$ cat src/inc/swd_pkg.sv
// constants for the software watchdog timer
package swd_pkg;
  // clock and timing
  localparam int unsigned CLK_HZ          = 50000000;
  localparam int unsigned CLK_PERIOD_NS   = 1000000000 / CLK_HZ;
  localparam int unsigned TIMEOUT_CYCLES  = 131072;
  localparam int unsigned STAB_CYCLES     = 4064;
  localparam int unsigned CNT_W           = 17;
  localparam int unsigned STAB_W          = 12;
  localparam logic [STAB_W-1:0] STAB_LAST = STAB_W'(STAB_CYCLES - 1);
  localparam logic [CNT_W-1:0] STAB_COUNT = CNT_W'(STAB_CYCLES);

  // register indices; byte address is four times the index
  localparam logic [15:0] CLEAR_REG_IDX   = 16'h1ff0;
  localparam logic [15:0] STATUS_REG_IDX  = 16'h1ff1;
  localparam logic [15:0] CLEAR_REG_ADDR  = 16'h7fc0;
  localparam logic [15:0] STATUS_REG_ADDR = 16'h7fc4;

  // field positions and reset values
  localparam int unsigned CLEAR_BIT_POS   = 0;
  localparam logic CLEAR_BIT_RST          = 1'b0;
  localparam logic [CNT_W-1:0] CNT_RST    = 17'h00000;
  localparam logic [31:0] UNMAPPED_RDATA  = 32'h00000000;

  typedef enum logic [2:0] {
    SWD_RUN,
    SWD_STOP,
    SWD_HALT,
    SWD_STAB_RST,
    SWD_STAB_INT
  } swd_state_e;
endpackage

$ cat src/verilog/swd_top.sv
// software watchdog timer with avalon-mm slave and low-power mode handling
//
// Overview of operation
// - 17-bit counter requests reset when expired
// - timeout is 131,072 bus clock cycles
// - writing zero to clear bit restarts period
// - clear register reads back nonvolatile memory
// - no interrupt, only reset request
// - any reset clears the clear bit
// - counting only on internal clock
// - stop instruction clears the counter
// - reset exit: clear again after stabilization
// - interrupt exit: counter holds 4064 at resume
// - stop disabled enters halt, counter runs
// - halt reset exit restarts from zero
// - wait mode counts as normal operation
// - whole function present or absent by option
//
// Added by the designer: the Avalon-MM register port.
`timescale 1ns/1ps
module swd_top #(
  parameter logic [16:0] TIMEOUT_CYCLES = 17'(swd_pkg::TIMEOUT_CYCLES),
  parameter bit          STOP_DISABLE   = 1'b0,
  parameter bit          WDT_PRESENT    = 1'b1
) (
  input  wire logic        clk,
  input  wire logic        rst,
  input  wire logic [15:0] avs_address,
  input  wire logic        avs_read,
  input  wire logic        avs_write,
  input  wire logic [31:0] avs_writedata,
  input  wire logic [3:0]  avs_byteenable,
  output logic      [31:0] avs_readdata,
  output logic             avs_waitrequest,
  input  wire logic [7:0]  nvm_data,
  input  wire logic        stop_exec,
  input  wire logic        irq_wake_n,
  output logic             reset_req,
  output logic      [16:0] wdt_count,
  output logic             clock_stopped
);

  localparam logic [16:0] TOP = TIMEOUT_CYCLES - 17'h00001;

  logic                   ack_q;
  logic [31:0]            rdata_q;
  logic                   clear_bit_q;
  logic [16:0]            cnt_q;
  logic [16:0]            cnt_d;
  logic [11:0]            stab_q;
  logic                   reset_req_q;
  logic                   wake_s1_q;
  logic                   wake_s2_q;
  swd_pkg::swd_state_e    state_q;
  swd_pkg::swd_state_e    state_d;

  logic                   req;
  logic                   wr_acc;
  logic                   hit_clear;
  logic                   hit_status;
  logic                   clr_wr;
  logic                   wake;
  logic                   stop_now;
  logic                   halt_now;
  logic                   counting;
  logic                   expire;

  // bus slave: one wait cycle, answer at second edge
  assign req             = avs_read | avs_write;
  assign avs_waitrequest = req & ~ack_q;
  assign wr_acc          = avs_write & ack_q;
  assign hit_clear       = (avs_address == swd_pkg::CLEAR_REG_ADDR);
  assign hit_status      = (avs_address == swd_pkg::STATUS_REG_ADDR);
  assign avs_readdata    = rdata_q;

  always_ff @(posedge clk) begin
    if (rst) begin
      ack_q <= 1'b0;
    end else begin
      ack_q <= req & ~ack_q;
    end
  end

  always_ff @(posedge clk) begin
    if (rst) begin
      rdata_q <= swd_pkg::UNMAPPED_RDATA;
    end else if (avs_read & ~ack_q) begin
      if (hit_clear) begin
        rdata_q <= {24'h000000, nvm_data};
      end else if (hit_status) begin
        rdata_q <= {15'h0000, cnt_q};
      end else begin
        rdata_q <= swd_pkg::UNMAPPED_RDATA;
      end
    end
  end

  // clear bit: write-only, zero written restarts the period
  assign clr_wr = wr_acc & hit_clear & avs_byteenable[0] & ~avs_writedata[swd_pkg::CLEAR_BIT_POS];

  always_ff @(posedge clk) begin
    if (rst) begin
      clear_bit_q <= swd_pkg::CLEAR_BIT_RST;
    end else if (wr_acc & hit_clear & avs_byteenable[0]) begin
      clear_bit_q <= avs_writedata[swd_pkg::CLEAR_BIT_POS];
    end
  end

  // wake interrupt pin synchroniser
  always_ff @(posedge clk) begin
    if (rst) begin
      wake_s1_q <= 1'b0;
      wake_s2_q <= 1'b0;
    end else begin
      wake_s1_q <= ~irq_wake_n;
      wake_s2_q <= wake_s1_q;
    end
  end

  assign wake     = wake_s2_q;
  assign stop_now = (state_q == swd_pkg::SWD_RUN) & stop_exec & ~STOP_DISABLE;
  assign halt_now = (state_q == swd_pkg::SWD_RUN) & stop_exec & STOP_DISABLE;

  // mode sequencing
  always_comb begin
    state_d = state_q;
    case (state_q)
      swd_pkg::SWD_RUN: begin
        if (stop_now) begin
          state_d = swd_pkg::SWD_STOP;
        end else if (halt_now) begin
          state_d = swd_pkg::SWD_HALT;
        end
      end
      swd_pkg::SWD_STOP: begin
        if (wake) begin
          state_d = swd_pkg::SWD_STAB_INT;
        end
      end
      swd_pkg::SWD_HALT: begin
        if (wake) begin
          state_d = swd_pkg::SWD_RUN;
        end
      end
      swd_pkg::SWD_STAB_RST: begin
        if (stab_q == swd_pkg::STAB_LAST) begin
          state_d = swd_pkg::SWD_RUN;
        end
      end
      swd_pkg::SWD_STAB_INT: begin
        if (stab_q == swd_pkg::STAB_LAST) begin
          state_d = swd_pkg::SWD_RUN;
        end
      end
      default: begin
        state_d = swd_pkg::SWD_RUN;
      end
    endcase
  end

  always_ff @(posedge clk) begin
    if (rst) begin
      state_q <= swd_pkg::SWD_STAB_RST;
    end else begin
      state_q <= state_d;
    end
  end

  // oscillator stabilization delay counter
  always_ff @(posedge clk) begin
    if (rst) begin
      stab_q <= 12'h000;
    end else if ((state_q == swd_pkg::SWD_STAB_RST) || (state_q == swd_pkg::SWD_STAB_INT)) begin
      stab_q <= stab_q + 12'h001;
    end else begin
      stab_q <= 12'h000;
    end
  end

  // run, halt, wait and interrupt stabilization all advance toward expiry
  assign counting = (state_q == swd_pkg::SWD_RUN) | (state_q == swd_pkg::SWD_HALT) |
                    (state_q == swd_pkg::SWD_STAB_INT);
  assign expire   = WDT_PRESENT & counting & (cnt_q == TOP) & ~clr_wr & ~stop_now;

  always_comb begin
    cnt_d = cnt_q + 17'h00001;
    if (!WDT_PRESENT) begin
      cnt_d = swd_pkg::CNT_RST;
    end else begin
      case (state_q)
        swd_pkg::SWD_STOP: begin
          cnt_d = swd_pkg::CNT_RST;
        end
        swd_pkg::SWD_STAB_RST: begin
          if (stab_q == swd_pkg::STAB_LAST) begin
            cnt_d = swd_pkg::CNT_RST;
          end
        end
        default: begin
          if (stop_now) begin
            cnt_d = swd_pkg::CNT_RST;
          end else if (clr_wr) begin
            cnt_d = swd_pkg::CNT_RST;
          end else if (cnt_q == TOP) begin
            cnt_d = swd_pkg::CNT_RST;
          end
        end
      endcase
    end
  end

  always_ff @(posedge clk) begin
    if (rst) begin
      cnt_q <= swd_pkg::CNT_RST;
    end else begin
      cnt_q <= cnt_d;
    end
  end

  always_ff @(posedge clk) begin
    if (rst) begin
      reset_req_q <= 1'b0;
    end else begin
      reset_req_q <= expire;
    end
  end

  assign reset_req     = reset_req_q;
  assign wdt_count     = cnt_q;
  assign clock_stopped = (state_q == swd_pkg::SWD_STOP);

  // checks
  property p_expire_req;
    @(posedge clk) disable iff (rst)
      (counting && cnt_q == TOP && !clr_wr && !stop_now && WDT_PRESENT) |=> reset_req && cnt_q == 17'h00000;
  endproperty
  a_expire_req: assert property (p_expire_req) else $error("expiry did not request reset");

  property p_req_cause;
    @(posedge clk) disable iff (rst)
      $rose(reset_req) |-> $past(cnt_q) == TOP;
  endproperty
  a_req_cause: assert property (p_req_cause) else $error("reset request without expiry");

  property p_clear_zero;
    @(posedge clk) disable iff (rst)
      (clr_wr && state_q != swd_pkg::SWD_STOP && state_q != swd_pkg::SWD_STAB_RST) |=> cnt_q == 17'h00000;
  endproperty
  a_clear_zero: assert property (p_clear_zero) else $error("clear write did not restart counter");

  property p_one_ignored;
    @(posedge clk) disable iff (rst)
      (wr_acc && hit_clear && avs_writedata[0] && state_q == swd_pkg::SWD_RUN && !stop_now &&
       cnt_q != TOP && WDT_PRESENT) |=> cnt_q == $past(cnt_q) + 17'h00001;
  endproperty
  a_one_ignored: assert property (p_one_ignored) else $error("writing one disturbed counter");

  property p_read_nvm;
    @(posedge clk) disable iff (rst)
      (avs_read && !ack_q && hit_clear) |=> (avs_readdata == {24'h000000, $past(nvm_data)}) && !avs_waitrequest;
  endproperty
  a_read_nvm: assert property (p_read_nvm) else $error("clear register read not from memory");

  property p_stop_clear;
    @(posedge clk) disable iff (rst)
      stop_now && WDT_PRESENT |=> cnt_q == 17'h00000 && clock_stopped;
  endproperty
  a_stop_clear: assert property (p_stop_clear) else $error("stop did not clear counter");

  property p_stop_hold;
    @(posedge clk) disable iff (rst)
      (clock_stopped && !wake) |=> cnt_q == 17'h00000 && !reset_req;
  endproperty
  a_stop_hold: assert property (p_stop_hold) else $error("counter moved with clock stopped");

  property p_stab_rst_end;
    @(posedge clk) disable iff (rst)
      (state_q == swd_pkg::SWD_STAB_RST && stab_q == swd_pkg::STAB_LAST) |=>
        cnt_q == 17'h00000 && state_q == swd_pkg::SWD_RUN;
  endproperty
  a_stab_rst_end: assert property (p_stab_rst_end) else $error("counter not cleared after stabilization");

  property p_stab_int_end;
    @(posedge clk) disable iff (rst)
      (state_q == swd_pkg::SWD_STAB_INT && stab_q == swd_pkg::STAB_LAST && !clr_wr &&
       swd_pkg::STAB_COUNT < TIMEOUT_CYCLES && WDT_PRESENT) |=> cnt_q == swd_pkg::STAB_COUNT;
  endproperty
  a_stab_int_end: assert property (p_stab_int_end) else $error("count not 4064 at resume");

  property p_halt_runs;
    @(posedge clk) disable iff (rst)
      (state_q == swd_pkg::SWD_HALT && !clr_wr && cnt_q != TOP && WDT_PRESENT) |=>
        cnt_q == $past(cnt_q) + 17'h00001;
  endproperty
  a_halt_runs: assert property (p_halt_runs) else $error("counter stalled in halt");

  property p_reset_restart;
    @(posedge clk)
      rst |=> cnt_q == 17'h00000 && clear_bit_q == 1'b0 && state_q == swd_pkg::SWD_STAB_RST;
  endproperty
  a_reset_restart: assert property (p_reset_restart) else $error("reset did not restart watchdog");

  property p_absent;
    @(posedge clk) disable iff (rst)
      !WDT_PRESENT |-> !reset_req;
  endproperty
  a_absent: assert property (p_absent) else $error("absent watchdog requested reset");

endmodule
$ cat config.mk
export PLATFORM = sky130hd
export DESIGN_NAME = swd_top
export DESIGN_NICKNAME = d
export VERILOG_FILES = /design/src/inc/swd_pkg.sv /design/src/verilog/swd_top.sv
export SDC_FILE = /design/constraint.sdc
export NUM_CORES = 1
export LEC_CHECK = 0
export BUFFER_PORTS_ARGS = -buffer_cell sky130_fd_sc_hd__buf_2
export CORE_MARGIN = 2
export CORE_UTILIZATION = 40
export DETAILED_ROUTE_END_ITERATION = 8
export PLACE_DENSITY = 0.82
export SLEW_MARGIN = 0
export SYNTH_ARGS = -nofsm -noshare
export SYNTH_HDL_FRONTEND = slang
export SYNTH_SLANG_ARGS = --single-unit
$ cat constraint.sdc
create_clock -name clk -period 2.7 [get_ports clk]
set_input_delay 0.54 -clock clk [delete_from_list [all_inputs] [get_ports clk]]
set_output_delay 0.54 -clock clk [all_outputs]
set_load 0.03 [all_outputs]
==> impl_results.md <==
- Area contributors post-synth: dfxtp_1 44%, nor2_1 7.3%, xor2_1 6.2%
- # fillers: 579
- Worst skew pair latency: 0.30 ns
- Post-cts sizing count: 0
- Slew HR: 51.7%
- Die area: 6670 µm²
- Worst-path clk slew: 0.09 ns
- Type of origin of the critical path: register
- Antenna Nets Post-Route: 0
- Tcrit/Tclk final: 84.6%
- Layout area overhead: 15.8%
- Count leader, synth: dfxtp_1
- R2R Setup Slk: 0.42 ns
- Min Tclk post-route: 2.28 ns
- Total grt overflow: 0
- Crit Path Class: reg -> reg
- Initial Util: 41.0%
- Multi-input logic area: 1180 µm²
- Overall Global Routing Usage: 16.0%
- Nets: 403
- Worst setup EP type: register
- Synth cell count leaders: 53 x dfxtp_1, 47 x nor2_1, 22 x nand2_1, 17 x xor2_1, 16 x buf_4
- Yosys top cell by area: dfxtp_1
- Synth Area per Inst: 8.94 µm²
- Vias: 2039
- Post-synth ARST share: 0%
- Worst-path fanout max: 16
- EDFF count, synth: 0
- Post-route DRC: 0
- Yosys reg bits: 53
- Sink Count: 53
- Root Driver: clkbuf_8
- IO Pins: 118
- Hold Path Class: in -> reg
- DR vias/cell: 4.97
- Post-Synthesis Cells: 270
- Die Span Y: 81.7 µm
- FMAX: 438 MHz
- Vias in the first global route: 1926
- Setup TNS: 0 ns
- Drt pass-1 iters: 4
- Routed wire length: 5.16 mm
- Storage element area: 1060 µm²
- Postcts setup bufs: 0
- Unrepaired setup endpoints after global routing: false
- # setup viols final: 0
- Hold Vio Cnt, Final: 0
- Top-area cell type share of the netlist area: 44.0%
- Clock buffer depth: 2
- Leakage: 1.21 nW
- Post-Synthesis Cell Area: 2410 µm²
- Status: finished clean
- Worst IR Drop VDD: 230 µV
- Die X: 81.7 µm
- Sequential share of the synthesized area: 44.0%
- CTS tree: yes
- CP Data Required Time: 2.89 ns
- DP Wirelength: 3.85 mm
- Warnings, synthesis: 0
- Pwr Density: 504 nW/µm²
- Area of the core: 5890 µm²
- Max H-tree Level: 2
- Fin area: 2790 µm²
- Gp weighted congestion: 0.826
- Yosys cell types: 40
- Num CTS Buffers: 5
- Worst slew pin tran: 0.725 ns
- PortBufs: 68
- Total chip power: 1.41 mW
- First-pass GRT wire length: 8.46 mm
- Total of max-cap violations: 0
- Cell Rows: 28
- Wire length per cell: 12.6 µm
- Worst Skew: 0.0119 ns
- Antenna Cells: 0
- Met3 Wirelength: 242 µm
- DR top layer: met4
- Largest net degree at the start of global routing: 29
- Hold_buf cts: 0
- CP arrival: 2.47 ns
- Wire length on met2: 2.67 mm
- Initial antenna violation count: 0
- Final Max Tran Viols: 0
- Met1 wire length: 2.20 mm
- Layout cells sized above 1: 25.7%
- Drt initial violations: 131
- Top_reg_cell synth: dfxtp_1
- Dpl cell area: 2710 µm²
[path summary, 6_finish.rpt]
check / depth (start not counted) / to / startpoint
max: 9 / wdt_count[1] / wdt_count[0]
min reg2reg: 1 / wake / wake_s1_q
max reg2reg: 9 / wdt_count[1] / wdt_count[0]
min: 2 / wake_s1_q / irq_wake_n
[area by class of cell]
| class | count | area share (%) |
|---|---|---|
| repair buffers | 70 | 12.7 |
| clock buffers | 6 | 2.60 |
| inverters | 5 | 0.672 |
| multi-input cells | 199 | 42.1 |
| flip-flops and latches | 53 | 38.0 |
| clock inverters | 2 | 0.537 |
| well taps | 75 | 3.36 |
[state kept, by name (all words and copies together) (netlist names)]
signal	count
ack_q	1
avs_readdata	17
reset_req	1
stab_q	12
state_q	3
wake	1
wake_s1_q	1
wdt_count	17
[through the flow]
| step | util [%] | hold slack, ns | setup slack, ns | instances |
|---|---|---|---|---|
| 2_1_floorplan | - | 0.414 | 0.537 | 284 |
| 3_3_place_gp | 46.0 | 0.431 | 0.485 | 402 |
| 3_5_place_dp | 46.0 | 0.429 | 0.431 | 402 |
| 4_1_cts | 47.5 | 0.377 | 0.403 | 410 |
| 5_1_grt | 47.5 | 0.384 | 0.251 | 410 |
| 6_report | 47.5 | 0.386 | 0.415 | 410 |
[worst max-delay path, cell delays in order, from the launching register on]
cell,delay [ns]
dfxtp_1,0.47
ha_1,0.25
inv_1,0.08
nor3_1,0.36
nand3_1,0.17
nor2_1,0.15
ha_1,0.18
or3_1,0.11
o32a_2,0.31
nor2b_1,0.09
[power breakdown]
| part | switching, mW | internal (mW) | leakage [nW] |
|---|---|---|---|
| logic | 0.111 | 0.0507 | 0.743 |
| clock network | 0.249 | 0.183 | 0.0374 |
| registers | 0.0160 | 0.800 | 0.430 |
| total | 0.376 | 1.03 | 1.21 |
[cell usage in the layout (no fill, tap or decap), drive strengths merged, types with 2 or more instances in the layout]
cell type,netlist,final
buf,20,70
dfxtp,53,53
nor2,47,47
nand2,22,22
xor2,17,17
nand3,16,16
nor3,16,16
conb,1,15
a21oi,10,10
nand4,8,8
a221oi,8,8
xnor2,7,7
clkbuf,7,6
inv,5,5
or3,3,3
nand2b,3,3
and3,3,3
nor2b,3,3
ha,3,3
and4,2,2
nor4b,2,2
mux2i,2,2
clkinvlp,0,2
[routing by layer]
| layer | GRT usage, % | vias up |
|---|---|---|
| met3 | 3.30 | 6 |
| met1 | 18.9 | 961 |
| met4 | 5.00 | 0 |
| met5 | 0 | - |
| li1 | - | 1022 |
| met2 | 28.9 | 50 |
[logic make-up (layout without fill, tap and decap cells)]
logic type | count (synthesis) | after routing | share of synthesized area [%]
AO/OA/AOI/OAI | 25 | 25 | 7.67
other | 1 | 15 | 0.155
XOR/XNOR | 24 | 24 | 8.71
flip-flops | 53 | 53 | 44.0
adder cells (fa/ha/maj) | 3 | 3 | 1.56
AND/OR/NAND/NOR | 130 | 130 | 27.7
multiplexers | 2 | 2 | 0.829
buffers and inverters | 32 | 83 | 9.44
No activity file was read; power rests on OpenSTA's default activity.
